--- config.mk ---
export PLATFORM = sky130hd
export DESIGN_NAME = ard_apdu
export DESIGN_NICKNAME = d
export VERILOG_FILES = /design/src/ard_pkg.sv /design/src/ard_pwd_if.sv /design/src/ard_pwd_check.sv /design/src/ard_apdu.sv
export SDC_FILE = /design/constraint.sdc
export NUM_CORES = 1
export LEC_CHECK = 0
export ABC_CLOCK_PERIOD_IN_PS = 3200
export BUFFER_PORTS_ARGS = -buffer_cell sky130_fd_sc_hd__buf_2
export CORE_AREA = 2 2 138 140
export DETAILED_ROUTE_END_ITERATION = 8
export DIE_AREA = 0 0 140 142
export GPL_TIMING_DRIVEN = 0
export PLACE_DENSITY = 0.61
export SYNTH_ARGS = -nofsm -noshare
export SYNTH_HDL_FRONTEND = slang
export SYNTH_HIERARCHICAL = 1
export SYNTH_SLANG_ARGS = --single-unit
export TNS_END_PERCENT = 10
--- constraint.sdc ---
create_clock -name clk -period 3.2 [get_ports clk]
set_input_delay 0.16 -clock clk [delete_from_list [all_inputs] [get_ports clk]]
set_output_delay 0.16 -clock clk [all_outputs]
set_load 0.02 [all_outputs]
--- src/ard_pkg.sv ---
// constants, status words and state codes of the apdu read/write/verify decoder
// assumes: users reference every name as ard_pkg::name
//
// What this block does
// class byte not zero gives an error status; for verify, nonzero p1 or p2 also.
// read is instruction b0; p1 and p2 give the start address read from.
// read expected length valid from 1 to 251; that many bytes are returned.
// encrypted mode: read and write lengths are 16 times n, n at most 15.
// read data precedes the status; data omitted unless status is normal.
// read takes tag memory in rf mode, host data in tunnel mode.
// write is instruction d6; p1 and p2 give the store start address.
// write data length valid from 1 to 248; reply is status only.
// write stores to tag memory in rf mode, forwards to host in tunnel mode.
// verify is instruction 20; any instruction other than b0, d6 and 20 gives an error status.
// verify data length must be 0x10; otherwise an error status.
// valid verify checks the 16 byte password; reply is status only.
// tag type 4 exchange format version 2.0 is supported.
// formatted exchange works only after memory user area is set up; this block has no user area check and accepts commands at any time after reset.
// p1 is the upper address byte, p2 the lower.
package ard_pkg;

  localparam logic [7:0]  CLA_OK      = 8'h00;
  localparam logic [7:0]  INS_READ    = 8'hB0;
  localparam logic [7:0]  INS_WRITE   = 8'hD6;
  localparam logic [7:0]  INS_VERIFY  = 8'h20;
  localparam logic [7:0]  RD_LEN_MIN  = 8'h01;
  localparam logic [7:0]  RD_LEN_MAX  = 8'hFB;
  localparam logic [7:0]  WR_LEN_MIN  = 8'h01;
  localparam logic [7:0]  WR_LEN_MAX  = 8'hF8;
  localparam logic [7:0]  VFY_LEN     = 8'h10;
  localparam logic [3:0]  ENC_MASK    = 4'h0;
  localparam logic [2:0]  HDR_LAST    = 3'h4;
  localparam logic [4:0]  PWD_BYTES   = 5'h10;

  localparam logic [15:0] SW_OK       = 16'h9000;
  localparam logic [15:0] SW_ERR_LEN  = 16'h6700;
  localparam logic [15:0] SW_ERR_AUTH = 16'h6300;
  localparam logic [15:0] SW_ERR_P12  = 16'h6B00;
  localparam logic [15:0] SW_ERR_INS  = 16'h6D00;
  localparam logic [15:0] SW_ERR_CLA  = 16'h6E00;

  typedef enum logic [2:0] {
    ST_HDR    = 3'b000,
    ST_DATA   = 3'b001,
    ST_DRAIN  = 3'b010,
    ST_VWAIT  = 3'b011,
    ST_RDREQ  = 3'b100,
    ST_RDWAIT = 3'b101,
    ST_RDOUT  = 3'b110,
    ST_STAT   = 3'b111
  } ard_st_t;

endpackage : ard_pkg

--- src/ard_pwd_if.sv ---
// carrier between the decoder and the password checker
// assumes: both ends on the same clock
`timescale 1ns/1ps
`default_nettype none
interface ard_pwd_if;
  logic       start;
  logic       byte_valid;
  logic [7:0] byte_data;
  logic       done;
  logic       match;
  modport dec (output start, output byte_valid, output byte_data, input done, input match);
  modport chk (input start, input byte_valid, input byte_data, output done, output match);
endinterface : ard_pwd_if
`default_nettype wire

--- src/ard_pwd_check.sv ---
// password checker: compares 16 streamed bytes with the reference
// assumes: reference stable during a verify, first byte compared to bits 127:120
`timescale 1ns/1ps
`default_nettype none
module ard_pwd_check (
  input  wire logic         clk,
  input  wire logic         resetn,
  input  wire logic [127:0] pwd_ref,
  ard_pwd_if.chk            pif
);
  logic [4:0] cnt;
  logic       miss;
  logic [7:0] ref_byte;

  assign ref_byte = pwd_ref[8'd127 - {cnt[3:0], 3'b000} -: 8];

  // -----------------------------------------
  // byte compare and completion
  // -----------------------------------------
  always_ff @(posedge clk) begin
    if (!resetn) begin
      cnt       <= 5'h0;
      miss      <= 1'b0;
      pif.done  <= 1'b0;
      pif.match <= 1'b0;
    end else begin
      pif.done <= 1'b0;
      if (pif.start) begin
        cnt  <= 5'h0;
        miss <= 1'b0;
      end else if (pif.byte_valid && cnt < ard_pkg::PWD_BYTES) begin
        cnt <= cnt + 5'h1;
        if (cnt == ard_pkg::PWD_BYTES - 5'h1) begin
          pif.done  <= 1'b1;
          pif.match <= !miss && (pif.byte_data == ref_byte);
        end else if (pif.byte_data != ref_byte) begin
          miss <= 1'b1;
        end
      end
    end
  end
endmodule : ard_pwd_check
`default_nettype wire

--- src/ard_apdu.sv ---
// apdu decoder for read, write and verify commands of a contactless tag
// assumes: byte streams and memory/host ports on clk, one command in flight
`timescale 1ns/1ps
`default_nettype none
module ard_apdu (
  input  wire logic         clk,
  input  wire logic         resetn,
  input  wire logic         tunnel_mode,
  input  wire logic         enc_mode,
  input  wire logic [127:0] pwd_ref,
  input  wire logic         cmd_valid,
  input  wire logic [7:0]   cmd_data,
  input  wire logic         cmd_last,
  output logic              cmd_ready,
  output logic              rsp_valid,
  output logic [7:0]        rsp_data,
  output logic              rsp_last,
  input  wire logic         rsp_ready,
  output logic              mem_rd_req,
  input  wire logic         mem_rd_valid,
  input  wire logic [7:0]   mem_rd_data,
  output logic              host_rd_req,
  input  wire logic         host_rd_valid,
  input  wire logic [7:0]   host_rd_data,
  output logic [15:0]       rd_addr,
  output logic              mem_wr_en,
  output logic              host_wr_en,
  output logic [15:0]       wr_addr,
  output logic [7:0]        wr_data
);
  ard_pkg::ard_st_t state;
  logic [2:0]  idx;
  logic [7:0]  cla, ins, p1, p2, cnt;
  logic [15:0] addr, sw, dec_sw;
  logic        cmd_fire, hdr_done, rd_valid;
  logic [7:0]  rd_data;
  ard_pwd_if   pif ();
  ard_pwd_check u_chk (
    .clk     (clk),
    .resetn  (resetn),
    .pwd_ref (pwd_ref),
    .pif     (pif)
  );

  // -----------------------------------------
  // handshakes
  // -----------------------------------------
  assign cmd_ready   = (state == ard_pkg::ST_HDR) || (state == ard_pkg::ST_DATA)
                    || (state == ard_pkg::ST_DRAIN);
  assign cmd_fire    = cmd_valid && cmd_ready;
  assign hdr_done    = cmd_fire && (state == ard_pkg::ST_HDR) && (idx == ard_pkg::HDR_LAST);
  assign rsp_valid   = (state == ard_pkg::ST_RDOUT) || (state == ard_pkg::ST_STAT && idx[0]);
  assign rsp_last    = (state == ard_pkg::ST_STAT) && idx[0] && idx[1];
  assign mem_rd_req  = (state == ard_pkg::ST_RDREQ) && !tunnel_mode;
  assign host_rd_req = (state == ard_pkg::ST_RDREQ) && tunnel_mode;
  assign rd_valid    = tunnel_mode ? host_rd_valid : mem_rd_valid;
  assign rd_data     = tunnel_mode ? host_rd_data : mem_rd_data;
  assign rd_addr     = addr;
  assign pif.start      = hdr_done && (dec_sw == ard_pkg::SW_OK) && (ins == ard_pkg::INS_VERIFY);
  assign pif.byte_valid = cmd_fire && (state == ard_pkg::ST_DATA) && (ins == ard_pkg::INS_VERIFY);
  assign pif.byte_data  = cmd_data;

  // -----------------------------------------
  // header check, length byte in cmd_data
  // -----------------------------------------
  always_comb begin
    dec_sw = ard_pkg::SW_OK;
    if (cla != ard_pkg::CLA_OK) begin
      dec_sw = ard_pkg::SW_ERR_CLA;
    end else if (ins == ard_pkg::INS_VERIFY) begin
      if ((p1 | p2) != 8'h00) begin
        dec_sw = ard_pkg::SW_ERR_P12;
      end else if (cmd_data != ard_pkg::VFY_LEN || cmd_last) begin
        dec_sw = ard_pkg::SW_ERR_LEN;
      end
    end else if (ins == ard_pkg::INS_READ) begin
      if (cmd_data < ard_pkg::RD_LEN_MIN || cmd_data > ard_pkg::RD_LEN_MAX) begin
        dec_sw = ard_pkg::SW_ERR_LEN;
      end else if (enc_mode && cmd_data[3:0] != ard_pkg::ENC_MASK) begin
        dec_sw = ard_pkg::SW_ERR_LEN;
      end else if (!cmd_last) begin
        dec_sw = ard_pkg::SW_ERR_LEN;
      end
    end else if (ins == ard_pkg::INS_WRITE) begin
      if (cmd_data < ard_pkg::WR_LEN_MIN || cmd_data > ard_pkg::WR_LEN_MAX || cmd_last) begin
        dec_sw = ard_pkg::SW_ERR_LEN;
      end else if (enc_mode && cmd_data[3:0] != ard_pkg::ENC_MASK) begin
        dec_sw = ard_pkg::SW_ERR_LEN;
      end
    end else begin
      dec_sw = ard_pkg::SW_ERR_INS;
    end
  end

  // -----------------------------------------
  // header capture
  // -----------------------------------------
  always_ff @(posedge clk) begin
    if (!resetn) begin
      cla <= 8'h00;
      ins <= 8'h00;
      p1  <= 8'h00;
      p2  <= 8'h00;
    end else if (cmd_fire && state == ard_pkg::ST_HDR) begin
      case (idx)
        3'h0:    cla <= cmd_data;
        3'h1:    ins <= cmd_data;
        3'h2:    p1  <= cmd_data;
        3'h3:    p2  <= cmd_data;
        default: ;
      endcase
    end
  end

  // -----------------------------------------
  // write port, tag memory or host
  // -----------------------------------------
  always_ff @(posedge clk) begin
    if (!resetn) begin
      mem_wr_en  <= 1'b0;
      host_wr_en <= 1'b0;
      wr_addr    <= 16'h0000;
      wr_data    <= 8'h00;
    end else begin
      mem_wr_en  <= 1'b0;
      host_wr_en <= 1'b0;
      if (cmd_fire && state == ard_pkg::ST_DATA && ins == ard_pkg::INS_WRITE) begin
        mem_wr_en  <= !tunnel_mode;
        host_wr_en <= tunnel_mode;
        wr_addr    <= addr;
        wr_data    <= cmd_data;
      end
    end
  end

  // -----------------------------------------
  // command sequencer, tag type 4 command set
  // -----------------------------------------
  always_ff @(posedge clk) begin
    if (!resetn) begin
      state    <= ard_pkg::ST_HDR;
      idx      <= 3'h0;
      cnt      <= 8'h00;
      addr     <= 16'h0000;
      sw       <= ard_pkg::SW_OK;
      rsp_data <= 8'h00;
    end else begin
      case (state)
        ard_pkg::ST_HDR: begin
          if (cmd_fire) begin
            idx <= idx + 3'h1;
            if (hdr_done) begin
              idx  <= 3'h0;
              sw   <= dec_sw;
              cnt  <= cmd_data;
              addr <= {p1, p2};
              if (dec_sw != ard_pkg::SW_OK) begin
                state <= cmd_last ? ard_pkg::ST_STAT : ard_pkg::ST_DRAIN;
              end else if (ins == ard_pkg::INS_READ) begin
                state <= ard_pkg::ST_RDREQ;
              end else begin
                state <= ard_pkg::ST_DATA;
              end
            end else if (cmd_last) begin
              idx   <= 3'h0;
              sw    <= ard_pkg::SW_ERR_LEN;
              state <= ard_pkg::ST_STAT;
            end
          end
        end
        ard_pkg::ST_DATA: begin
          if (cmd_fire) begin
            addr <= addr + 16'h0001;
            cnt  <= cnt - 8'h01;
            if (cnt == 8'h01 && cmd_last) begin
              state <= (ins == ard_pkg::INS_VERIFY) ? ard_pkg::ST_VWAIT : ard_pkg::ST_STAT;
            end else if (cnt == 8'h01) begin
              sw    <= ard_pkg::SW_ERR_LEN;
              state <= ard_pkg::ST_DRAIN;
            end else if (cmd_last) begin
              sw    <= ard_pkg::SW_ERR_LEN;
              state <= ard_pkg::ST_STAT;
            end
          end
        end
        ard_pkg::ST_DRAIN: begin
          if (cmd_fire && cmd_last) begin
            state <= ard_pkg::ST_STAT;
          end
        end
        ard_pkg::ST_VWAIT: begin
          if (pif.done) begin
            sw    <= pif.match ? ard_pkg::SW_OK : ard_pkg::SW_ERR_AUTH;
            state <= ard_pkg::ST_STAT;
          end
        end
        ard_pkg::ST_RDREQ: begin
          state <= ard_pkg::ST_RDWAIT;
        end
        ard_pkg::ST_RDWAIT: begin
          if (rd_valid) begin
            rsp_data <= rd_data;
            state    <= ard_pkg::ST_RDOUT;
          end
        end
        ard_pkg::ST_RDOUT: begin
          if (rsp_ready) begin
            addr  <= addr + 16'h0001;
            cnt   <= cnt - 8'h01;
            state <= (cnt == 8'h01) ? ard_pkg::ST_STAT : ard_pkg::ST_RDREQ;
          end
        end
        ard_pkg::ST_STAT: begin
          // idx 0 load sw1, 1 send sw1, 3 send sw2
          if (idx == 3'h0) begin
            rsp_data <= sw[15:8];
            idx      <= 3'h1;
          end else if (rsp_ready && idx == 3'h1) begin
            rsp_data <= sw[7:0];
            idx      <= 3'h3;
          end else if (rsp_ready) begin
            idx   <= 3'h0;
            state <= ard_pkg::ST_HDR;
          end
        end
        default: state <= ard_pkg::ST_HDR;
      endcase
    end
  end
endmodule : ard_apdu
`default_nettype wire

==> impl_metrics.csv <==
group,metric,value,unit
floorplanning,die_h,142,µm
routing,wl_per_cell,17.0,µm
synth,avgSynthCellArea,8.45,µm²
synth,synth_edf_count,0,
worst_setup_path,path_buf_inv,0,
worst_setup_path,crit_path_cell_trace,"or4b_4, or4_4, a221o_1, o22ai_2, and2_1, and3_2, nand2b_1, nor2_1, o2bb2ai_1",
power_and_ir_drop,power.share.sequential,32.8,%
routing,vias,7311,
synth,ys_ff_latch,120,
final_layout,design_area,9190,µm²
place,place_area,8600,µm²
clock_network,hold_buffers,0,
sta,worst_slew_pin_slew,0.981,ns
floorplanning,rows,50,
clock_network,cts_num_sinks,120,
grt,antenna_found_initial,1,
final_layout,multi_input_area,4480,µm²
power_and_ir_drop,switching_share,37.5,%
synth,synthesis.area,7240,µm²
worst_hold_path,min_path_type,"input pin to flip-flop",
power_and_ir_drop,power,5.35,mW
worst_setup_path,r2r_start,"ins[1]",
sta,setup_slack,0.187,ns
sta,setup_viol,0,
sta,fin_setup_tns,0,ns
sta,clock.fmax,0.332,GHz
worst_setup_path,cp-end-kind,"flip-flop",
clock_network,cts_root_buffer,"clkbuf_16",
power_and_ir_drop,netSwitchingPower,2.00,mW
worst_setup_path,max_stage_delay,0.56,ns
floorplanning,coreArea,18500,µm²
final_layout,syn2layout_area_growth,27.0,%
power_and_ir_drop,p_leak,3.78,nW
grt,grt_usage,22.8,%
synth,synthCells,857,
power_and_ir_drop,p_clk_share,35.6,%
routing,post-route-drc-count,7,
synth,yosysSeqAreaShare,33.2,%
final_layout,fin_cells,1337,
floorplanning,num_io_pins,216,
place,dp_hpwl,17400,µm
worst_hold_path,hp-start,"resetn",
synth,ys.flop_type,"dfxtp_1",
sta,slew-limit-headroom,34.1,%
final_layout,nets,1261,
clock_network,cts_tree,"built",
grt,grt-ovfl-total,0,
sta,slew_viol_final,0,
clock_network,cts.htree.levels,4,
synth,async_flop_share,0,%
place,io_buffers,214,
synth,synth_cell_types,70,
clock_network,cts_setup_buffers,0,
power_and_ir_drop,power_density,582,nW/µm²
clock_network,numCtsBuffers,17,
power_and_ir_drop,pwr-share-comb,31.6,%
worst_setup_path,cp.arrival,3.33,ns
worst_setup_path,startpoint,"ins[1]",
clock_network,cts_resized,0,
final_layout,diodes,0,
routing,wl,22700,µm
sta,fin_skew,0.0101,ns
place,dp.cells,1305,
job,maxCapViolCount,0,
final_layout,utilization,49.8,%
floorplanning,fp.dieW,140,µm
synth,synth_top_area_share,33.2,%
worst_setup_path,worstPathRequired,3.52,ns
place,detailedPlace.worstSlack,0.140,ns
worst_setup_path,crit_type,"flip-flop to flip-flop",
routing,first_pass_iters,9,
worst_setup_path,crit_family,"simple AND/OR/NAND/NOR gates",
grt,grt_pass1_vias,6999,
sta,rsz0062_at_grt,"false",
clock_network,path_clk_slew,0.06,ns
clock_network,clk_latency,0.43,ns
sta,fin_hold_ws,0.0265,ns
sta,post-route-min-period,3.01,ns
worst_setup_path,critPathLaunchType,"flip-flop",
floorplanning,initial_utilization,39.2,%
sta,hold_viol,0,
power_and_ir_drop,p_int,3.34,mW
worst_setup_path,critPathSlowestCell,"or4b_4",
grt,grt_pass1_wl,36000,µm
final_layout,seq_area,2400,µm²
synth,yosys_warnings,6,
final_layout,fillCellCount,1831,
synth,yosysTopAreaCell,"dfxtp_1",
power_and_ir_drop,peakVddDrop,0.313,mV
routing,avgViaCountPerCell,5.47,
outcome,violations,"design-rule violations",
grt,grt_max_degree,17,
synth,synth_area_leaders,"dfxtp_1 (33%), nand2_1 (6.1%), mux4_2 (5.3%)",
final_layout,layout-drive-gt1-share,27.7,%
synth,syn_nets,1028,
worst_setup_path,worst-r2r-setup-slack,0.19,ns
sta,fin_crit_sh,94.2,%
worst_setup_path,worstPathMaxFanout,7,
outcome,outcome,"finished, violations left",
routing,ant_nets,0,
floorplanning,die_area,19900,µm²
place,place_congestion,0.884,
clock_network,cts_buffer_depth,2,
routing,drt_iter0_drc,502,
==> kinds of logic after synthesis <==
group	Yosys count	share of synthesized area, %
adder cells (fa/ha/maj)	10	1.73
multiplexers	69	14.7
flip-flops	120	33.2
AND/OR/NAND/NOR	346	23.6
buffers and inverters	85	4.91
XOR/XNOR	12	1.45
AO/OA/AOI/OAI	215	20.4
==> layout by cell type (no fill, tap or decap), types with 5 or more instances in the layout <==
cell type	netlist	routed
a311oi_1	9	9
mux2_2	10	10
o22ai_1	6	6
nand2b_1	6	6
a21oi_1	54	54
nor4_1	12	12
o21ai_0	37	37
inv_1	17	17
a211oi_1	10	10
mux2i_1	33	33
nor2_1	60	60
buf_1	6	5
mux4_2	17	17
dfxtp_1	120	120
xnor2_1	7	7
buf_2	3	217
nand2_1	117	117
a22oi_1	6	6
and3_1	21	21
nand3_1	34	34
a31oi_1	6	6
a21boi_0	41	41
nor3_1	15	15
xor2_1	5	5
o221a_2	9	9
ha_1	10	10
clkbuf_16	0	17
mux4_1	9	9
clkbuf_1	55	53
and2_1	14	14
nor2b_1	47	47
==> final timing paths <==
| kind | to | cells past startpoint |
|---|---|---|
| max | u_chk/pif.match | 9 |
| max reg2reg | u_chk/pif.match | 9 |
| min reg2reg | sw[14] | 2 |
| min | u_chk/pif.match | 3 |
==> layer usage <==
| metal | wire length [µm] | part of all wire (%) | GRT usage (%) | vias up |
|---|---|---|---|---|
| met5 | 0 | 0 | 0 | - |
| met4 | 467 | 2.1 | 7.66 | 0 |
| met3 | 1390 | 6.1 | 3.73 | 26 |
| met2 | 10900 | 48 | 39.4 | 302 |
| met1 | 9950 | 44 | 29.3 | 3396 |
| li1 | - | - | - | 3587 |
==> power by group through the flow <==
stage	sequential [mW]	clock, mW	combinational [mW]
4_1_cts	1.75	1.93	1.66
3_3_place_gp	1.78	0	1.65
5_1_grt	1.78	1.99	1.87
3_5_place_dp	1.79	0	1.66
6_report	1.75	1.90	1.69
2_1_floorplan	1.80	0	1.11
==> sequential cells by signal, summed over array words and instances (netlist names), 3 cells and up <==
register,flops
cnt,8
state,3
u_chk/cnt,5
rsp_data,8
p1,8
idx,3
ins,8
sw,16
wr_data,8
cla,8
rd_addr,16
p2,8
wr_addr,16
==> worst min-delay path, stage by stage <==
cell,delay [ns]
buf_2,0.12
nand2_1,0.06
o2bb2ai_1,0.06
==> Yosys cell counts (all sizes together), types with 3 or more instances <==
cell type and n:
mux2 10, a31oi 6, o211ai 4, o21ai 38, o22ai 7, o22a 4
xnor2 7, nor3 15, nor4 13, a311oi 9, o221a 9, xor2 5
and3 22, buf 12, o211a 3, a22oi 7, mux4 26, dfxtp 120
inv 17, nand4 4, a221oi 5, nand2b 6, nor2b 47, and2 14
nor2 60, nand2 117, clkbuf 56, nand3 34, a211oi 10, ha 10
mux2i 33, a21oi 54, a21boi 41
==> area by class of cell <==
| class | instances | share of cell area [%] |
|---|---|---|
| plain buffers | 68 | 3.21 |
| flip-flops and latches | 120 | 26.1 |
| inverters | 17 | 0.694 |
| clock inverters | 15 | 1.73 |
| multi-input cells | 652 | 48.8 |
| clock buffers | 17 | 4.63 |
| well taps | 234 | 3.19 |
| repair buffers | 214 | 11.7 |
(Power assumes the default switching activity.)
